<file path="config.mk">
export PLATFORM = sky130hd
export DESIGN_NAME = eqes_top
export DESIGN_NICKNAME = d
export VERILOG_FILES = /design/src/eqes_pkg.sv /design/src/eqes_errq.sv /design/src/eqes_top.sv
export SDC_FILE = /design/constraint.sdc
export NUM_CORES = 1
export LEC_CHECK = 0
export BUFFER_PORTS_ARGS = -buffer_cell sky130_fd_sc_hd__buf_2
export CORE_MARGIN = 4
export CORE_UTILIZATION = 60
export DETAILED_ROUTE_END_ITERATION = 6
export GPL_ROUTABILITY_DRIVEN = 1
export PLACE_DENSITY = 0.77
export SYNTH_ARGS = -nofsm -noshare
export SYNTH_HDL_FRONTEND = slang
export SYNTH_SLANG_ARGS = --single-unit
</file>
<file path="constraint.sdc">
create_clock -name clk -period 7.5 [get_ports clk]
set_input_delay 1.5 -clock clk [delete_from_list [all_inputs] [get_ports clk]]
set_output_delay 1.5 -clock clk [all_outputs]
set_load 0.02 [all_outputs]
</file>
<file path="src/eqes_pkg.sv">
// Constants and types shared by the error queue and event status logic
package eqes_pkg;
  localparam int QDEPTH = 32;
  localparam int QAW    = 5;
  localparam int CODE_W = 16;
  localparam logic [5:0] QFULL_CNT = 6'h20;
  localparam logic [5:0] QLAST_CNT = 6'h1f;
  localparam logic [7:0] RX_MAX    = 8'hfa;

  // Error codes
  localparam logic [15:0] ERR_NONE         = 16'h0000;
  localparam logic [15:0] ERR_BAD_TEXT     = 16'h0067;
  localparam logic [15:0] ERR_WRONG_COMP   = 16'h006d;
  localparam logic [15:0] ERR_UNKNOWN_COMP = 16'h006e;
  localparam logic [15:0] ERR_WRONG_PARAM  = 16'h006f;
  localparam logic [15:0] ERR_PARSER_OVF   = 16'h00be;
  localparam logic [15:0] ERR_RANGE        = 16'h00c8;
  localparam logic [15:0] ERR_HW           = 16'h012c;
  localparam logic [15:0] ERR_SW           = 16'h012d;
  localparam logic [15:0] ERR_NOT_ENABLED  = 16'h012e;
  localparam logic [15:0] ERR_KEY_EMUL     = 16'h012f;
  localparam logic [15:0] ERR_TOO_MANY     = 16'h0190;
  localparam logic [15:0] ERR_QRY_INTR     = 16'h019a;
  localparam logic [15:0] ERR_QRY_UNTERM   = 16'h01a4;
  localparam logic [15:0] ERR_RX_OVF       = 16'h01f4;
  localparam logic [15:0] ERR_INTERLOCK    = 16'h03e9;
  localparam logic [15:0] ERR_OPEN_CIRC    = 16'h03ea;
  localparam logic [15:0] ERR_OVER_TEMP    = 16'h03eb;
  localparam logic [15:0] ERR_LASER_POL    = 16'h03ed;
  localparam logic [15:0] ERR_MON_POL      = 16'h03ee;
  localparam logic [15:0] ERR_CUR_IN_CP    = 16'h03ef;
  localparam logic [15:0] ERR_MON_IN_CC    = 16'h03f0;
  localparam logic [15:0] ERR_TEMP_WIN     = 16'h03f2;
  localparam logic [15:0] ERR_BIAS_SW      = 16'h03f4;
  localparam logic [15:0] ERR_MON_POL_SET  = 16'h03f5;
  localparam logic [15:0] ERR_CALIBRATE    = 16'h03f6;
  localparam logic [15:0] ERR_MODE         = 16'h03f8;
  localparam logic [15:0] ERR_RANGE_LASER  = 16'h03f9;
  localparam logic [15:0] ERR_RANGE_BIAS   = 16'h03fa;

  // Event flag bit positions and reset values
  localparam int EV_OPC = 0;
  localparam int EV_QYE = 2;
  localparam int EV_DDE = 3;
  localparam int EV_EXE = 4;
  localparam int EV_CME = 5;
  localparam int EV_PON = 7;
  localparam logic [7:0] FLAGS_RST = 8'h80;
  localparam logic [7:0] MASK_RST  = 8'h00;

  typedef enum logic [3:0] {
    REQ_LASER_ON,
    REQ_LASER_POL,
    REQ_MON_POL,
    REQ_MON_POL_SETUP,
    REQ_LASER_CURRENT,
    REQ_MONITOR_SETPOINT,
    REQ_BIAS_SWITCH,
    REQ_CALIBRATE,
    REQ_MODE,
    REQ_MON_RANGE
  } eqes_req_e;
endpackage

</file>
<file path="src/eqes_errq.sv">
// Thirty-two entry first-in first-out store for error codes
`timescale 1ns/1ps
module eqes_errq (
  input  wire logic                        clk,
  input  wire logic                        srst,
  input  wire logic                        push,
  input  wire logic [eqes_pkg::CODE_W-1:0] push_data,
  input  wire logic                        pop,
  output logic      [eqes_pkg::CODE_W-1:0] head,
  output logic      [5:0]                  count
);
  import eqes_pkg::*;

  logic [CODE_W-1:0] mem [QDEPTH];
  logic [QAW-1:0]    wr_ptr_r;
  logic [QAW-1:0]    rd_ptr_r;
  logic [5:0]        count_r;
  logic              do_push;
  logic              do_pop;

  assign do_push = push && (count_r != QFULL_CNT);
  assign do_pop  = pop && (count_r != 6'h00);
  assign head    = mem[rd_ptr_r];
  assign count   = count_r;

  always_ff @(posedge clk) begin
    if (do_push) begin
      mem[wr_ptr_r] <= push_data;
    end
  end

  always_ff @(posedge clk) begin
    if (srst) begin
      wr_ptr_r <= '0;
      rd_ptr_r <= '0;
      count_r  <= '0;
    end else begin
      if (do_push) begin
        wr_ptr_r <= wr_ptr_r + 5'h01;
      end
      if (do_pop) begin
        rd_ptr_r <= rd_ptr_r + 5'h01;
      end
      count_r <= count_r + {5'h00, do_push} - {5'h00, do_pop};
    end
  end
endmodule

</file>
<file path="src/eqes_top.sv">
// Error classification, error queue and standard event flags with summary bit
// Notes on behaviour
// RULE1: Bad text, wrong or unknown compound, wrong parameter log command errors.
// RULE2: Parser overflow logs a command-category error 190.
// RULE3: Out-of-range numeric setting is refused and logs execution error 200.
// RULE4: Hardware, software, disabled feature and key emulation faults log device errors.
// RULE5: Queue holds thirty-two entries; overflow records too-many-errors 400.
// RULE6: A query while a response is unread logs query error 410.
// RULE7: A read with no response data logs query error 420.
// RULE8: More than 250 received characters log device error 500.
// RULE9: Laser enable with interlock open is refused with an execution error.
// RULE10: Laser enable with open circuit is refused with error 1002.
// RULE11: Laser enable at over-temperature is refused with error 1003.
// RULE12: Polarity changes while laser on are refused with 1005, 1006, 1013.
// RULE13: Current setpoint in constant power, monitor setpoint in constant current refused.
// RULE14: Laser enable outside temperature window is refused with error 1010.
// RULE15: Bias switching while laser on is refused with error 1012.
// RULE16: Calibration while laser on is refused with error 1014.
// RULE17: Mode change while laser on is refused with error 1016.
// RULE18: Range change refused while laser on (1017) or bias on (1018).
// RULE19: Eight-bit event flags and enable mask registers are provided here.
// RULE20: Flags hold power-on, command, execution, device, query, operation complete.
// RULE21: Reading the flags returns them and clears them; no direct write.
// RULE22: OR of flags ANDed with mask drives the event summary bit.
// RULE23: Each queue query removes and returns the oldest entry.
// RULE24: Querying an empty queue returns code zero.
// RULE25: Each queued error sets the flag of its category.
// RULE26: A refused request changes nothing but the error log and flag.
`timescale 1ns/1ps
module eqes_top (
  input  wire logic                        clk,
  input  wire logic                        srst,
  input  wire logic                        err_bad_text,
  input  wire logic                        err_wrong_compound,
  input  wire logic                        err_unknown_compound,
  input  wire logic                        err_wrong_param,
  input  wire logic                        err_parser_overflow,
  input  wire logic                        err_hw_fault,
  input  wire logic                        err_sw_fault,
  input  wire logic                        err_not_enabled,
  input  wire logic                        err_key_emul,
  input  wire logic                        rx_char,
  input  wire logic                        rx_end,
  input  wire logic                        query_in,
  input  wire logic                        out_read,
  input  wire logic                        opc_cmd,
  input  wire logic                        req_valid,
  input  wire eqes_pkg::eqes_req_e         req_kind,
  input  wire logic                        req_out_of_range,
  input  wire logic                        laser_on,
  input  wire logic                        const_power_mode,
  input  wire logic                        bias_on,
  input  wire logic                        interlock_open,
  input  wire logic                        open_circuit,
  input  wire logic                        over_temp,
  input  wire logic                        temp_window_fault,
  input  wire logic                        flags_rd,
  input  wire logic                        mask_rd,
  input  wire logic                        mask_wr,
  input  wire logic [7:0]                  mask_wdata,
  input  wire logic                        errq_rd,
  output logic                             req_grant,
  output logic                             req_refuse,
  output logic                             resp_valid,
  output logic      [eqes_pkg::CODE_W-1:0] resp_data,
  output logic                             event_summary_bit,
  output logic                             error_available,
  output logic      [5:0]                  errq_count
);
  import eqes_pkg::*;

  logic [3:0]        pin_meta_r;
  logic [3:0]        pin_sync_r;
  logic              ilk_s;
  logic              open_s;
  logic              temp_s;
  logic              win_s;
  logic [15:0]       refuse_code;
  logic [15:0]       err_code;
  logic              cmd_any;
  logic              exe_any;
  logic              dev_any;
  logic              qry_any;
  logic              rx_ovf_hit;
  logic              qry_intr;
  logic              qry_unterm;
  logic              q_push;
  logic [15:0]       q_push_data;
  logic              q_pop;
  logic [15:0]       q_head;
  logic [5:0]        q_count;
  logic              q_overflow;
  logic [7:0]        ev_set;
  logic [7:0]        flags_r;
  logic [7:0]        flags_nxt;
  logic [7:0]        mask_r;
  logic [7:0]        rx_cnt_r;
  logic              rx_ovf_r;
  logic              pending_r;
  logic              grant_r;
  logic              refuse_r;
  logic              resp_valid_r;
  logic [15:0]       resp_data_r;
  logic              summary_r;

  // Fault pins come from the analog side and are synchronised first
  always_ff @(posedge clk) begin
    if (srst) begin
      pin_meta_r <= 4'h0;
      pin_sync_r <= 4'h0;
    end else begin
      pin_meta_r <= {temp_window_fault, over_temp, open_circuit, interlock_open};
      pin_sync_r <= pin_meta_r;
    end
  end

  assign ilk_s  = pin_sync_r[0];
  assign open_s = pin_sync_r[1];
  assign temp_s = pin_sync_r[2];
  assign win_s  = pin_sync_r[3];

  // Request screening; a non-zero code means refused
  always_comb begin
    refuse_code = ERR_NONE;
    if (req_valid) begin
      if (req_out_of_range) begin
        refuse_code = ERR_RANGE; // see RULE3
      end else begin
        unique case (req_kind)
          REQ_LASER_ON: begin
            if (ilk_s) begin
              refuse_code = ERR_INTERLOCK; // see RULE9
            end else if (open_s) begin
              refuse_code = ERR_OPEN_CIRC; // see RULE10
            end else if (temp_s) begin
              refuse_code = ERR_OVER_TEMP; // see RULE11
            end else if (win_s) begin
              refuse_code = ERR_TEMP_WIN; // see RULE14
            end
          end
          REQ_LASER_POL: begin
            if (laser_on) begin
              refuse_code = ERR_LASER_POL; // see RULE12
            end
          end
          REQ_MON_POL: begin
            if (laser_on) begin
              refuse_code = ERR_MON_POL; // see RULE12
            end
          end
          REQ_MON_POL_SETUP: begin
            if (laser_on) begin
              refuse_code = ERR_MON_POL_SET; // see RULE12
            end
          end
          REQ_LASER_CURRENT: begin
            if (const_power_mode) begin
              refuse_code = ERR_CUR_IN_CP; // see RULE13
            end
          end
          REQ_MONITOR_SETPOINT: begin
            if (!const_power_mode) begin
              refuse_code = ERR_MON_IN_CC; // see RULE13
            end
          end
          REQ_BIAS_SWITCH: begin
            if (laser_on) begin
              refuse_code = ERR_BIAS_SW; // see RULE15
            end
          end
          REQ_CALIBRATE: begin
            if (laser_on) begin
              refuse_code = ERR_CALIBRATE; // see RULE16
            end
          end
          REQ_MODE: begin
            if (laser_on) begin
              refuse_code = ERR_MODE; // see RULE17
            end
          end
          REQ_MON_RANGE: begin
            if (laser_on) begin
              refuse_code = ERR_RANGE_LASER; // see RULE18
            end else if (bias_on) begin
              refuse_code = ERR_RANGE_BIAS; // see RULE18
            end
          end
          default: refuse_code = ERR_NONE;
        endcase
      end
    end
  end

  // Setting logic applies a request only on grant
  always_ff @(posedge clk) begin
    if (srst) begin
      grant_r  <= 1'b0;
      refuse_r <= 1'b0;
    end else begin
      grant_r  <= req_valid && (refuse_code == ERR_NONE); // see RULE26
      refuse_r <= req_valid && (refuse_code != ERR_NONE);
    end
  end

  // Receive length and response bookkeeping
  assign rx_ovf_hit = rx_char && !rx_end && (rx_cnt_r == RX_MAX) && !rx_ovf_r; // see RULE8
  assign qry_intr   = query_in && pending_r; // see RULE6
  assign qry_unterm = out_read && !pending_r; // see RULE7

  always_ff @(posedge clk) begin
    if (srst) begin
      rx_cnt_r <= 8'h00;
      rx_ovf_r <= 1'b0;
    end else if (rx_end) begin
      rx_cnt_r <= 8'h00;
      rx_ovf_r <= 1'b0;
    end else if (rx_char) begin
      if (rx_cnt_r != RX_MAX) begin
        rx_cnt_r <= rx_cnt_r + 8'h01;
      end else begin
        rx_ovf_r <= 1'b1;
      end
    end
  end

  always_ff @(posedge clk) begin
    if (srst) begin
      pending_r <= 1'b0;
    end else if (query_in) begin
      pending_r <= 1'b1;
    end else if (out_read) begin
      pending_r <= 1'b0;
    end
  end

  // One code per cycle is queued, in order: command errors, refused request, device faults, query errors, receive overflow
  always_comb begin
    err_code = ERR_NONE;
    if (err_bad_text) begin
      err_code = ERR_BAD_TEXT; // see RULE1
    end else if (err_wrong_compound) begin
      err_code = ERR_WRONG_COMP; // see RULE1
    end else if (err_unknown_compound) begin
      err_code = ERR_UNKNOWN_COMP; // see RULE1
    end else if (err_wrong_param) begin
      err_code = ERR_WRONG_PARAM; // see RULE1
    end else if (err_parser_overflow) begin
      err_code = ERR_PARSER_OVF; // see RULE2
    end else if (refuse_code != ERR_NONE) begin
      err_code = refuse_code;
    end else if (err_hw_fault) begin
      err_code = ERR_HW; // see RULE4
    end else if (err_sw_fault) begin
      err_code = ERR_SW; // see RULE4
    end else if (err_not_enabled) begin
      err_code = ERR_NOT_ENABLED; // see RULE4
    end else if (err_key_emul) begin
      err_code = ERR_KEY_EMUL; // see RULE4
    end else if (qry_intr) begin
      err_code = ERR_QRY_INTR;
    end else if (qry_unterm) begin
      err_code = ERR_QRY_UNTERM;
    end else if (rx_ovf_hit) begin
      err_code = ERR_RX_OVF;
    end
  end

  // Last free slot takes the overflow marker, later errors are dropped
  assign q_overflow  = (err_code != ERR_NONE) && (q_count == QLAST_CNT);
  assign q_push      = (err_code != ERR_NONE) && (q_count != QFULL_CNT);
  assign q_push_data = q_overflow ? ERR_TOO_MANY : err_code; // see RULE5
  assign q_pop       = errq_rd; // see RULE23

  eqes_errq u_errq (
    .clk       (clk),
    .srst      (srst),
    .push      (q_push),
    .push_data (q_push_data),
    .pop       (q_pop),
    .head      (q_head),
    .count     (q_count)
  );

  // Category flags follow every source, even one not queued this cycle
  assign cmd_any = err_bad_text || err_wrong_compound || err_unknown_compound ||
                   err_wrong_param || err_parser_overflow;
  assign exe_any = refuse_code != ERR_NONE;
  assign dev_any = err_hw_fault || err_sw_fault || err_not_enabled || err_key_emul ||
                   rx_ovf_hit || q_overflow;
  assign qry_any = qry_intr || qry_unterm;

  always_comb begin
    ev_set         = 8'h00;
    ev_set[EV_OPC] = opc_cmd; // see RULE20
    ev_set[EV_QYE] = qry_any; // see RULE25
    ev_set[EV_DDE] = dev_any; // see RULE25
    ev_set[EV_EXE] = exe_any; // see RULE25
    ev_set[EV_CME] = cmd_any; // see RULE25
  end

  // Read clears, new events in the same cycle survive the clear
  assign flags_nxt = (flags_rd ? 8'h00 : flags_r) | ev_set; // see RULE21

  always_ff @(posedge clk) begin
    if (srst) begin
      flags_r <= FLAGS_RST; // see RULE19
    end else begin
      flags_r <= flags_nxt;
    end
  end

  always_ff @(posedge clk) begin
    if (srst) begin
      mask_r <= MASK_RST;
    end else if (mask_wr) begin
      mask_r <= mask_wdata;
    end
  end

  always_ff @(posedge clk) begin
    if (srst) begin
      summary_r <= 1'b0;
    end else begin
      summary_r <= |(flags_r & mask_r); // see RULE22
    end
  end

  // Answers: queue query first, then flags, then mask
  always_ff @(posedge clk) begin
    if (srst) begin
      resp_valid_r <= 1'b0;
      resp_data_r  <= 16'h0000;
    end else begin
      resp_valid_r <= errq_rd || flags_rd || mask_rd;
      if (errq_rd) begin
        resp_data_r <= (q_count == 6'h00) ? ERR_NONE : q_head; // see RULE24
      end else if (flags_rd) begin
        resp_data_r <= {8'h00, flags_r};
      end else if (mask_rd) begin
        resp_data_r <= {8'h00, mask_r};
      end
    end
  end

  assign req_grant         = grant_r;
  assign req_refuse        = refuse_r;
  assign resp_valid        = resp_valid_r;
  assign resp_data         = resp_data_r;
  assign event_summary_bit = summary_r;
  assign error_available   = q_count != 6'h00;
  assign errq_count        = q_count;

  property p_q_bound;
    @(posedge clk) disable iff (srst) q_count <= QFULL_CNT;
  endproperty
  a_q_bound: assert property (p_q_bound) else $error("queue count above depth"); // see RULE5

  property p_q_overflow;
    @(posedge clk) disable iff (srst) q_overflow && !errq_rd |=> q_count == QFULL_CNT;
  endproperty
  a_q_overflow: assert property (p_q_overflow) else $error("overflow marker not stored"); // see RULE5

  property p_empty_zero;
    @(posedge clk) disable iff (srst) errq_rd && q_count == 6'h00 |=> resp_valid && resp_data == 16'h0000;
  endproperty
  a_empty_zero: assert property (p_empty_zero) else $error("empty queue query not zero"); // see RULE24

  property p_pop_one;
    @(posedge clk) disable iff (srst) errq_rd && q_count != 6'h00 && !q_push |=> q_count == $past(q_count) - 6'h01;
  endproperty
  a_pop_one: assert property (p_pop_one) else $error("queue query did not remove one entry"); // see RULE23

  property p_flags_clear;
    @(posedge clk) disable iff (srst) flags_rd && !errq_rd && ev_set == 8'h00 |=>
      flags_r == 8'h00 && resp_data[7:0] == $past(flags_r);
  endproperty
  a_flags_clear: assert property (p_flags_clear) else $error("flag read did not return and clear"); // see RULE21

  property p_summary;
    @(posedge clk) disable iff (srst) (flags_r & mask_r) != 8'h00 [*2] |-> event_summary_bit;
  endproperty
  a_summary: assert property (p_summary) else $error("summary bit missing"); // see RULE22

  property p_interlock;
    @(posedge clk) disable iff (srst) req_valid && req_kind == REQ_LASER_ON && ilk_s |=>
      req_refuse && !req_grant && flags_r[EV_EXE];
  endproperty
  a_interlock: assert property (p_interlock) else $error("enable granted with interlock open"); // see RULE9

  property p_polarity;
    @(posedge clk) disable iff (srst) req_valid && req_kind == REQ_LASER_POL && laser_on |=> req_refuse;
  endproperty
  a_polarity: assert property (p_polarity) else $error("polarity change granted while on"); // see RULE12

  property p_mode_cp;
    @(posedge clk) disable iff (srst) req_valid && req_kind == REQ_LASER_CURRENT && const_power_mode |=> !req_grant;
  endproperty
  a_mode_cp: assert property (p_mode_cp) else $error("current setpoint granted in power mode"); // see RULE13

  property p_range_bias;
    @(posedge clk) disable iff (srst) req_valid && req_kind == REQ_MON_RANGE && bias_on && !req_out_of_range |=>
      req_refuse;
  endproperty
  a_range_bias: assert property (p_range_bias) else $error("range change granted with bias on"); // see RULE18

  property p_query_intr;
    @(posedge clk) disable iff (srst) query_in && pending_r |=> flags_r[EV_QYE];
  endproperty
  a_query_intr: assert property (p_query_intr) else $error("interrupted query not flagged"); // see RULE6

  property p_cmd_flag;
    @(posedge clk) disable iff (srst) err_bad_text |=> flags_r[EV_CME];
  endproperty
  a_cmd_flag: assert property (p_cmd_flag) else $error("command error not flagged"); // see RULE1
endmodule

</file>
**Word-level counts from Yosys, hierarchy flattened**

Memory sizes are Yosys's and may differ from the RTL's. A register that Yosys moved wholly into a read port is not among the register bits.
Cells that the tools add are included.

- $add $sub $neg: 5
- Eq/ne operators: 13
- Multiplexer cells: 42
- Bitwise logic cells: 3
- Reductions and logical operators: 38

Operator list:

| kind | number |
|---|---|
| 16-bit 2-to-1 mux | 13 |
| 16-bit one-hot mux with 10 select lines | 1 |
| 10-bit 2-to-1 mux | 14 |
| 9-bit 2-to-1 mux | 7 |
| 16-bit nonzero test | 2 |
| 4-bit by 3-bit == test with 1-bit output (second input constant) | 4 |
| 16-bit zero test | 1 |
| 1-bit logical OR | 12 |
| 1-bit logical AND | 11 |
| 5-bit by 1-bit adder with 5-bit output (second input constant) | 2 |
| 5-bit 2-to-1 mux | 2 |
| 8-bit by 1-bit adder with 8-bit output (second input constant) | 1 |
| 8-bit AND | 1 |
| 4-bit by 2-bit == test with 1-bit output (second input constant) | 2 |
| 4-bit == test (second input constant) | 2 |
| 8-bit == test (second input constant) | 1 |
| 8-bit 2-to-1 mux | 1 |
| 8-bit inequality test (second input constant) | 1 |
| 8-bit by 6-bit bitwise OR with 8-bit output | 1 |
| 8-bit OR reduction | 1 |
| 6-bit by 1-bit adder with 6-bit output | 1 |
| 6-bit by 5-bit == test with 1-bit output (second input constant) | 1 |
| 6-bit zero test | 1 |
| 6-bit inequality test (second input constant) | 1 |
| 11 further kinds | 17 |

- Flip-flop bits (word level): 70
- RAM bits: 512
- Input port bits: 41
- Logic and storage cells: 117
- Memories kept: 1

Memories:

| memory | depth | bits a word | rd ports | clocked after memory_dff | write ports | line | source |
|---|---|---|---|---|---|---|---|
| u_errq.mem | 32 | 16 | 1 | 1 | 1 | eqes_errq.sv:14 | `logic [CODE_W-1:0] mem [QDEPTH];` |

**Longest topological paths before layout**

Gate-level depths: netlist of run 1.

- Depth in word-level cells: 22
- Mapped depth: 15

**Modules after synthesis**

Synthesis of run 1 repeated with hierarchy kept, for this count alone.

- Cell total of the unflattened synthesis: 1390
- Area, all modules: 23337.4 µm²

Modules (own cells, without submodules):

| module | times used | cells an instance | area each (µm²) | sequential area each (µm²) |
|---|---|---|---|---|
| eqes_errq | 1 | 1070 | 20682.3 | 15795.1 |
| eqes_top | 1 | 320 | 2655.0 | 1041.0 |

**Worst setup path after synthesis of run 1**

Ideal clock, no wire load.

- Path type: input -> register
- Start: in req_kind[3]
- End: mem u_errq.mem[0][5], data pin
- Data arrival time: 4051 ps
- Required time: 7123 ps
- Slack: 3072 ps
- Stages on the path: 8
- Cells stage by stage: buf_2 -> nor4b_1 -> a21o_1 -> a221o_1 -> a211oi_4 -> nand2_1 -> o21a_1 -> a21oi_1

- Cells in the longest elaborated chain, start to end: 14

RTL lines:

| element | line | source |
|---|---|---|
| start: declaration | eqes_top.sv:48 | `input wire eqes_pkg::eqes_req_e req_kind,` |
| 4-bit == test, or another cell as far along | eqes_top.sv:129 | `unique case (req_kind)` |
| 16-bit one-hot mux with 10 select lines * | eqes_top.sv:129 |  |
| 16-bit 2-to-1 mux * | eqes_top.sv:126 | `if (req_out_of_range) begin` |
| 16-bit 2-to-1 mux * | eqes_top.sv:125 | `if (req_valid) begin` |
| 16-bit nonzero test | eqes_top.sv:249 | `end else if (refuse_code != ERR_NONE) begin` |
| 16-bit 2-to-1 mux * | eqes_top.sv:249 |  |
| 16-bit 2-to-1 mux * | eqes_top.sv:247 | `end else if (err_parser_overflow) begin` |
| 16-bit 2-to-1 mux * | eqes_top.sv:245 | `end else if (err_wrong_param) begin` |
| 16-bit 2-to-1 mux * | eqes_top.sv:243 | `end else if (err_unknown_compound) begin` |
| 16-bit 2-to-1 mux * | eqes_top.sv:241 | `end else if (err_wrong_compound) begin` |
| 16-bit 2-to-1 mux * | eqes_top.sv:239 | `if (err_bad_text) begin` |
| 16-bit nonzero test | eqes_top.sv:269 | `assign q_overflow = (err_code != ERR_NONE) && (q_count == QLAST_CNT);` |
| 1-bit logical AND | eqes_top.sv:269 |  |
| 16-bit 2-to-1 mux * | eqes_top.sv:271 | `assign q_push_data = q_overflow ? ERR_TOO_MANY : err_code;` |
| via q_push_data[5] | eqes_top.sv:88 | `logic [15:0] q_push_data;` |
| end: declaration | eqes_errq.sv:14 |  |

The timed path passes the listed nets; every way through them passes the cells marked *.

**Final worst setup path of run 1**

- Start: in req_kind[3]
- End: mem u_errq.mem[22][3], data pin

The elaborated chain is that of the path after synthesis.

==> results of run 1 <==
==> power by group through the flow <==
| stage | combinational [uW] | sequential, uW | clock [uW] |
|---|---|---|---|
| after floorplan | 721 | 2550 | 0 |
| after global placement | 943 | 2600 | 0 |
| after detailed placement | 967 | 2600 | 0 |
| after CTS | 982 | 2560 | 1850 |
| after global routing | 1060 | 2570 | 1960 |
| final | 980 | 2550 | 1830 |
==> per-layer routing <==
layer	global-route usage	up-vias	wire (um)
met5	0	-	0
met4	0.0719	0	999
met3	0.0557	61	2920
met2	0.366	385	15900
met1	0.333	4232	13500
li1	-	3691	-
==> per-stage QoR <==
step	util	cell area [sq um]
floorplan	-	15800
global placement	0.632	16400
detailed placement	0.632	16400
CTS	0.679	17600
global route	0.679	17600
finish	0.679	17600
==> worst reg2reg max path, stage by stage (launching register included) <==
cell	delay, ns
dfxtp_1	0.35
inv_1	0.07
ha_1	0.14
nand4b_1	0.15
or3b_1	0.52
a211o_1	0.38
a41oi_4	0.39
nand2_1	0.43
nor2_1	0.87
==> cells by family after synthesis <==
family,synth area share
buffers and inverters,0.0194
other,0.000238
DFF,0.695
adders and majority gates,0.0156
and+or+nand+nor,0.0670
muxes,0.157
xor gates and xnor gates,0.00890
AOI/OAI and AO/OA,0.0364
==> cells in the mapped netlist, types with 2 or more instances <==
master and count:
buf_1 4, nor2b_1 18, nand3_1 5, o21a_1 2, buf_2 10, or3b_2 2, buf_4 7, and3b_1 2
a21oi_1 26, o32a_1 2, ha_1 18, and2_1 3, a211oi_1 2, xor2_1 9, o22a_1 6, mux2i_1 19
or3_1 5, nand2b_1 3, nor3_1 14, edfxtp_1 320, mux4_2 100, a31oi_1 4, nand2_1 32, a21o_1 6
dfxtp_1 67, inv_1 18, nand4_1 5, clkbuf_1 29, a22oi_1 3, nand4_2 2, xnor2_1 7, nor2_1 103
nand3b_1 6, mux2_1 2, o21ai_0 15
==> worst min path at each step <==
| stage | from | to | slack [ns] | cells past startpoint |
|---|---|---|---|---|
| final | pin_meta_r[2] | pin_sync_r[2] | 0.44 | 1 |
| after global routing | pin_meta_r[3] | pin_sync_r[3] | 0.46 | 1 |
| after CTS | pin_meta_r[2] | pin_sync_r[2] | 0.45 | 1 |
| after detailed placement | pin_meta_r[2] | pin_sync_r[2] | 0.43 | 1 |
| after global placement | pin_meta_r[3] | pin_sync_r[3] | 0.42 | 1 |
| after floorplan | pin_meta_r[0] | pin_sync_r[0] | 0.41 | 1 |
==> state kept, by name, summed over array words and instances (netlist names), 4 cells and up, named ones only <==
signal	cells
pin_meta_r	4
rx_cnt_r	8
pin_sync_r	4
resp_data	10
u_errq.wr_ptr_r	5
u_errq.rd_ptr_r	5
u_errq.count	6
mask_r	8
flags_r	6
u_errq.mem	320
==> cell type report <==
class / instances / area, sq um / area share
Inverter: 18 / 67.6 / 0.00384
Multi-Input combinational cell: 458 / 4550 / 0.258
Tap cell: 335 / 419 / 0.0238
Sequential cell: 387 / 11000 / 0.623
Clock inverter: 15 / 109 / 0.00619
Timing Repair Buffer: 73 / 399 / 0.0227
Clock buffer: 57 / 1090 / 0.0622
==> metrics, run 1 <==
largest cells by area after synthesis=edfxtp_1 61%, mux4_2 14%, dfxtp_1 8.5%, nor2_1 2.5%, ha_1 1.4%; initial antenna violation count=0; maxcap violations=0; Period Utilization, post-route=0.579; clk slew on worst S/H paths=about 0.06 ns; fin cells=between 1,000 and 1,500; Clock Skew=0.0220 ns; area of the die=28,900 sq um; CTS buffer count=39; Remaining DRCs=0; synthesized flop and latch total=387; Synth area leader=edfxtp_1; Final Hold Vio Count=0; Tot GR Track Use=0.234; Sequential Power Share=0.476; RSZ-0062 raised after global routing=false; vias in the first global route=about 8,300; vias=8,369; switching share of power=0.266; sw power=1430 uW; clk root buf=clkbuf_16; CTS tree=done; Die H=170 um; CP startpoint kind=input pin; total gr overflow=0; fill count=1,655; Yosys warnings=0; port bufs=61; leading cell type in the layout, fill and taps excluded=edfxtp_1; CP top delay family=compound AO/OA/AOI/OAI gates; largest net degree at the start of global routing=just over 80; Max Slew Vio Count=0; Clock Sinks=between 300 and 400; Bufs on Longest Clock Path=3; worst slew pin tran=between 1 and 1.5 ns; FMAX=about 230 MHz; first-pass GRT wire length=50.9 mm; layout cell share with drive strength beyond 1=0.251; VDD IR max=0.000199 V; Worst Hold Class=reg2reg; Buf/Inv on CP=2; R2R setup slack=about 3.8 ns; worst-case reg-to-reg path depth=8; Setup TNS=0 ns; Crit path arrival time=4.68 ns; internal power=roughly 3900 uW; DRT iter0 DRCs=955; Final ANT Viol Nets=0; Rel. slew slack=0.184; predominant post-synthesis flop cell=edfxtp_1; I/O pin total=68; critical path class=in2reg; final WL=33.3 mm; Async SR Flop Fraction=0; Reg-to-Reg Start=rx_cnt_r[0]; CP max-delay cell=a311oi_4; CTS H-tree lvls=2; combinational power share=0.183; post-DP HPWL=20.1 mm; post-synthesis cell area=between 15,000 and 20,000 sq um; worst skew pair latency=about 0.53 ns; most frequent cells in the layout=320 x edfxtp_1, 101 x nor2_1, 100 x mux4_2; Crit. End Element=flip-flop; post-synthesis cell type count=68; Setup WS pre-CTS=2.64 ns; status=completed; Syn-to-layout area delta=11.7%; worst stage delay on the critical path=0.83 ns; drt wl/cell=approximately 25 um; Pwr Total=5370 uW; Final Hold Slack=~0.44 ns; DIE WIDTH=170 um; Req. time, crit path=7.84 ns; post-CTS setup buffer count=0; Initial Util=0.608; num rows=59; Pleak=0.00590 uW; antenna diode count=0; Nets=slightly above 1,000; share of the synthesized area in the top cell type=0.610; Avg Inst Size Synth=17.3 sq um; Worst setup endpoint=u_errq.mem[22][3]; CP cell instances=buf_2 -> and4b_1 -> a21o_1 -> a221o_1 -> a211oi_4 -> nand4_2 -> and2_4 -> a311oi_4 -> buf_4; Seq/Total Area, Yosys=0.695; Crit path depth=9; Tmin final=approximately 4.3 ns; PostCTS Resize Cnt=0; maximum fanout along the worst path=17; setup violators final=0; Placed Instances=1,270; Post-Syn Instances=between 900 and 1,000; Worst Setup SP=req_kind[3]; R2R Path End=u_errq.mem[2][9]; Post-synth EDFFs=320; power per cell area=305 nW/um^2; number of hold buffers added after CTS=0; drt pass-1 iters=5; clock share of power=0.342; Setup WS post-layout=3.16 ns; number of vias per cell=6.23; core area=roughly 26,000 sq um; Placer Congestion=0.832
No activity file was read; power rests on OpenSTA's default activity.
==> inputs of run 2 (changes only) <==
--- a/config.mk
+++ b/config.mk
@@ -7,10 +7,10 @@
 export LEC_CHECK = 0
 export BUFFER_PORTS_ARGS = -buffer_cell sky130_fd_sc_hd__buf_2
 export CORE_MARGIN = 4
-export CORE_UTILIZATION = 60
+export CORE_UTILIZATION = 55
 export DETAILED_ROUTE_END_ITERATION = 6
 export GPL_ROUTABILITY_DRIVEN = 1
-export PLACE_DENSITY = 0.77
+export PLACE_DENSITY = 0.74
 export SYNTH_ARGS = -nofsm -noshare
 export SYNTH_HDL_FRONTEND = slang
 export SYNTH_SLANG_ARGS = --single-unit
==> constraint.sdc (replaced) <==
create_clock -name clk -period 3.55 [get_ports clk]
set_input_delay 0.71 -clock clk [delete_from_list [all_inputs] [get_ports clk]]
set_output_delay 0.71 -clock clk [all_outputs]
set_load 0.02 [all_outputs]
==> run 2 against run 1 <==
Non-clock buffer count rose by 53. Largest cell class unchanged. Clock power rose by 110%. Critical path depth rose by 5. Highest routed layer unchanged.
==> metrics, run 2 (synthesis results as in run 1) <==
number of hold buffers added after CTS=0 (unchanged); FF/Latch Area=11,000 sq um (unchanged); CP cell instances=inv_1 -> ha_1 -> nand4b_1 -> or3b_1 -> a21oi_1 -> o41ai_2 -> a41oi_4 -> ha_1 -> fa_1 -> a21oi_1 -> nor2_1 -> nor2_1 -> xor2_1 -> nor2_1; drt wl/cell=23.3 um (-5.9%); antenna diode count=0 (unchanged); WHS Endpoint=pin_meta_r[0]; most frequent cells in the layout=320 x edfxtp_1, 101 x nor2_1, 100 x mux4_2; vias=8,640 (+3.2%); Initial Util=0.562 (-0.0456); CTS buffer count=40 (+2.6%); Rel. slew slack=0.348 (+0.164); CTS tree=done; layout cell share with drive strength beyond 1=0.283 (+0.0323); number of vias per cell=6.01 (-3.5%); Req. time, crit path=3.94 ns (-3.90 ns); clk slew on worst S/H paths=0.06 ns (about the same); first-pass GRT wire length=51.2 mm (+0.65%); Placed Instances=1,367 (+7.6%); largest net degree at the start of global routing=49 (-40%); Final Hold Vio Count=0 (unchanged); CP max-delay cell=fa_1; initial antenna violation count=0 (unchanged); area of the die=31,400 sq um (+8.7%); WHS Path Cells=2 (+1); num rows=61 (+3.4%); maximum fanout along the worst path=7 (-10); Design Area, Final=18,100 sq um (+3.1%); Bufs on Longest Clock Path=3 (unchanged); worst-case reg-to-reg path depth=14 (+6); setup violators final=0 (unchanged); drt pass-1 iters=5 (unchanged); Setup WS pre-CTS=-0.0636 ns (-2.71 ns); post-DP HPWL=20.7 mm (+2.7%); fin cells=1,437 (+7.0%); Pleak=0.00620 uW (+5.2%); Max Slew Vio Count=0 (unchanged); busiest layer in global routing=met2; Die H=177 um (+4.2%); DIE WIDTH=177 um (+4.2%); status=completed; CTS H-tree lvls=2 (unchanged); leading cell type in the layout, fill and taps excluded=edfxtp_1; fill count=1,888 (+14%); Crit path arrival time=3.58 ns (-1.10 ns); Largest Register=u_errq.mem; Placer Congestion=0.822 (-1.2%); CP top delay family=adder cells; critical path class=reg2reg; final core utilization=0.648 (-0.0311); hold path startpoint=interlock_open; M3 GR Usage=0.0429 (-0.0128); max reg flops=320 (unchanged); Worst Hold Class=in2reg; Setup WS post-layout=0.356 ns (-2.80 ns); post-CTS setup buffer count=0 (unchanged); worst skew pair latency=0.52 ns (about the same); Buf/Inv on CP=1 (-1); Final Hold Slack=0.396 ns (-0.0418 ns); Syn-to-layout area delta=15.2%; FMAX=approximately 310 MHz; R2R Path End=u_errq.count[4]; Nets=1,091 (+5.2%); Period Utilization, post-route=0.900; area post-placement=16,900 sq um (+3.3%); Reg-to-Reg Start=rx_cnt_r[0]; Crit path depth=14 (+5); R2R setup slack=0.36 ns (-3.45 ns); worst slew pin tran=0.977 ns (-0.244 ns); worst stage delay on the critical path=0.44 ns (-0.39 ns); area of the multi-input gates=4550 sq um (unchanged); core area=28,000 sq um (+8.1%); clk root buf=clkbuf_16; DRT iter0 DRCs=860 (-9.9%); Clock Sinks=387 (unchanged); total gr overflow=0 (unchanged); Clock Skew=0.0167 ns (-0.00533 ns); VDD IR max=0.000379 V (+91%); PostCTS Resize Cnt=0 (unchanged); vias in the first global route=8,473 (+1.6%); Most Frequent Cell on Critical Path=nor2_1; Tmin final=3.19 ns; CP startpoint kind=flip-flop; met2 GRT Util=0.335 (-0.0305); met1 usage=0.321 (-0.0121); Tot GR Track Use=0.218 (-0.0155); RSZ-0062 raised after global routing=false; final WL=33.5 mm (+0.64%); I/O pin total=68 (unchanged); maxcap violations=0 (unchanged); power per cell area=633 nW/um^2 (+110%); Remaining DRCs=0 (unchanged); Crit. End Element=flip-flop; port bufs=61 (unchanged); Final ANT Viol Nets=0 (unchanged)
run 2: area by class of cell:
class,count,share of cell area
clock buffer,54,0.0604
clock inverter,16,0.00690
inverter,18,0.00372
multi-input combinational,458,0.250
sequential,387,0.604
tap,378,0.0261
timing repair buffer,126,0.0485
run 2: routing by layer:
layer  wire length, um  vias to the layer above
met4               990                        0
li1                  -                     3797
met3              2630                       74
met2             15500                      386
met1             14400                     4383
met5                 0                        -
run 2: worst max-delay path by stage:
stage	from	to	slack [ns]
3_3_place_gp	req_kind[2]	u_errq.count[4]	0.02
3_5_place_dp	req_kind[2]	u_errq.count[4]	-0.06
4_1_cts	rx_cnt_r[0]	u_errq.count[4]	0.35
6_report	rx_cnt_r[0]	u_errq.count[4]	0.36
5_1_grt	rx_cnt_r[0]	u_errq.count[4]	0.14
2_1_floorplan	req_kind[3]	u_errq.mem[0][5]	-0.09
run 2: metrics by stage:
step	TNS (ns)	total power, uW
finish	0	11500
global route	0	12000
floorplan	-4.46	6920
global placement	0	7620
CTS	0	11600
detailed placement	-0.0636	7650
run 2: power by group:
part,internal [uW],leakage [uW],switching [uW],total [uW]
logic,1040,0.00210,1150,2190
clock network,2300,0.000588,1620,3920
registers,5160,0.00352,223,5380
run 2: worst reg2reg max path: stages (launching register included):
cell and delay (ns):
dfxtp_1 0.40, inv_1 0.06, ha_1 0.20, nand4b_1 0.13, or3b_1 0.30, a21oi_1 0.15
o41ai_2 0.39, a41oi_4 0.18, ha_1 0.28, fa_1 0.44, a21oi_1 0.17, nor2_1 0.05
nor2_1 0.10, xor2_1 0.15, nor2_1 0.05
==> inputs of run 3 (changes only) <==
--- a/config.mk
+++ b/config.mk
@@ -7,10 +7,10 @@
 export LEC_CHECK = 0
 export BUFFER_PORTS_ARGS = -buffer_cell sky130_fd_sc_hd__buf_2
 export CORE_MARGIN = 4
-export CORE_UTILIZATION = 55
+export CORE_UTILIZATION = 45
 export DETAILED_ROUTE_END_ITERATION = 6
 export GPL_ROUTABILITY_DRIVEN = 1
-export PLACE_DENSITY = 0.74
+export PLACE_DENSITY = 0.63
 export SYNTH_ARGS = -nofsm -noshare
 export SYNTH_HDL_FRONTEND = slang
 export SYNTH_SLANG_ARGS = --single-unit
==> run 3 against run 2 <==
Clock power rose by 1%. Via count fell by 3.2%. Wire length rose by 1.6%. Highest routed layer unchanged. Combinational power rose by 2%. Sequential share of layout area fell by 0.59 points. Worst setup slack improved by 0.10 ns. Sequential power barely moved. Global-route usage fell by 4.0 points.
==> metrics, run 3 (synthesis results as in run 1) <==
DIE WIDTH=195 um (+10%); Top Metal Used=met4; num rows=68 (+11%); drt wl/cell=22.5 um (-3.8%); FMAX=323 MHz (+3.3%); Crit. End Element=flip-flop; Final Hold Vio Count=0 (unchanged); drt pass-1 iters=5 (unchanged); Bufs on Longest Clock Path=3 (unchanged); area post-placement=17,100 sq um (+0.78%); Clock Skew=0.0145 ns (-0.00212 ns); I/O pin total=68 (unchanged); Max Slew Vio Count=0 (unchanged); layout cell share with drive strength beyond 1=0.292 (+0.00862); Metal-1 WL=15.4 mm (+7.3%); Remaining DRCs=0 (unchanged); worst slew pin tran=1.05 ns (+0.0692 ns); CP cell instances=inv_1 -> ha_1 -> nand4b_1 -> or3b_1 -> a21oi_1 -> o41ai_2 -> a41oi_4 -> ha_1 -> fa_1 -> a21oi_1 -> nor2_1 -> nor2_1 -> xor2_1 -> nor2_1; Clock Sinks=387 (unchanged); Tmin final=3.09 ns (-0.102 ns); Setup WS pre-CTS=-0.0666 ns (-0.00303 ns); area of the die=38,100 sq um (+21%); Crit path arrival time=3.50 ns (-0.08 ns); Final ANT Viol Nets=0 (unchanged); max reg flops=320 (unchanged); final WL=34.1 mm (+1.6%); Setup WS post-layout=0.458 ns (+0.102 ns); Rel. slew slack=0.301 (-0.0462); post-DP HPWL=21.7 mm (+5.0%); Final Hold Slack=0.392 ns (-0.00465 ns); Syn-to-layout area delta=16.3%; Worst Hold Class=in2reg; metal3 WL=1.90 mm (-28%); Nets=1,094 (+0.27%); VDD IR max=0.000356 V (-6.0%); CP top delay family=adder cells; total gr overflow=0 (unchanged); CP max-delay cell=fa_1; vias=8,361 (-3.2%); Setup TNS=0 ns (unchanged); CTS tree=done; largest net degree at the start of global routing=41 (-16%); final core utilization=0.530 (-0.117); R2R setup slack=0.46 ns (+0.10 ns); Tot GR Track Use=0.178 (-0.0400); post-CTS setup buffer count=0 (unchanged); Largest Register=u_errq.mem; first-pass GRT wire length=51.8 mm (+1.2%); CTS buffer count=40 (unchanged); port bufs=61 (unchanged); Initial Util=0.456 (-0.106); DRT iter0 DRCs=728 (-15%); met2 wire length=16.3 mm (+4.8%); Pleak=0.00625 uW (+0.80%); maximum fanout along the worst path=7 (unchanged); Most Frequent Cell on Critical Path=nor2_1; leading cell type in the layout, fill and taps excluded=edfxtp_1; worst stage delay on the critical path=0.44 ns (about the same); fill count=2,750 (+46%); RSZ-0062 raised after global routing=false; core area=34,500 sq um (+23%); clk slew on worst S/H paths=0.06 ns (about the same); Req. time, crit path=3.95 ns (about the same); Die H=195 um (+10%); setup violators final=0 (unchanged); PostCTS Resize Cnt=0 (unchanged); antenna diode count=0 (unchanged); CTS H-tree lvls=2 (unchanged); number of vias per cell=5.51 (-8.3%); status=completed; Period Utilization, post-route=0.871 (-0.0287); critical path class=reg2reg; Design Area, Final=18,300 sq um (+0.98%); vias in the first global route=8,314 (-1.9%); clk root buf=clkbuf_16; Buf/Inv on CP=1 (unchanged); Placer Congestion=0.813 (-1.1%); power per cell area=632 nW/um^2 (-0.19%); maxcap violations=0 (unchanged); worst skew pair latency=0.53 ns (about the same); number of hold buffers added after CTS=0 (unchanged); initial antenna violation count=0 (unchanged); most frequent cells in the layout=320 x edfxtp_1, 101 x nor2_1, 100 x mux4_2; CP startpoint kind=flip-flop
## run 3: cell count changes in the layout (fill, tap and decap cells not counted)
cell / delta
clkinv_8: +1
clkbuf_8: +6
buf_4: +2
clkinv_4: +1
clkinv_1: -4
clkbuf_1: -3
buf_12: +1
clkbuf_16: +1
bufinv_16: -2
## run 3: final cells by class
cell class	count	area, sq um	area share
Sequential cell	387	11000	0.598
Multi-Input combinational cell	458	4550	0.248
Clock buffer	58	1190	0.0651
Timing Repair Buffer	129	916	0.0500
Tap cell	455	569	0.0311
Clock inverter	12	75.1	0.00410
Inverter	18	67.6	0.00369
## run 3: final timing paths
check	to	startpoint	cells after the start
worst max-delay path	u_errq.count[4]	rx_cnt_r[0]	14
worst min-delay path	pin_meta_r[2]	over_temp	2
worst max register to register	u_errq.count[4]	rx_cnt_r[0]	14
worst min register to register	pin_sync_r[2]	pin_meta_r[2]	1
## run 3: stage by stage
stage               std cells  total power, uW
finish                   1517            11600
floorplan                 914             6920
global placement         1447             7700
CTS                      1517            11700
detailed placement       1447             7730
global route             1517            12100
## run 3: power by group
| group | total [uW] | internal [uW] | switching, uW |
|---|---|---|---|
| Combinational | 2240 | 1070 | 1160 |
| Sequential | 5380 | 5160 | 216 |
| Clock | 3970 | 2330 | 1640 |
## run 3: routing by layer
metal,vias to the layer above,track usage
li1,3799,-
met1,4292,0.264
met2,238,0.283
met3,32,0.0293
met4,0,0.0359
met5,-,0
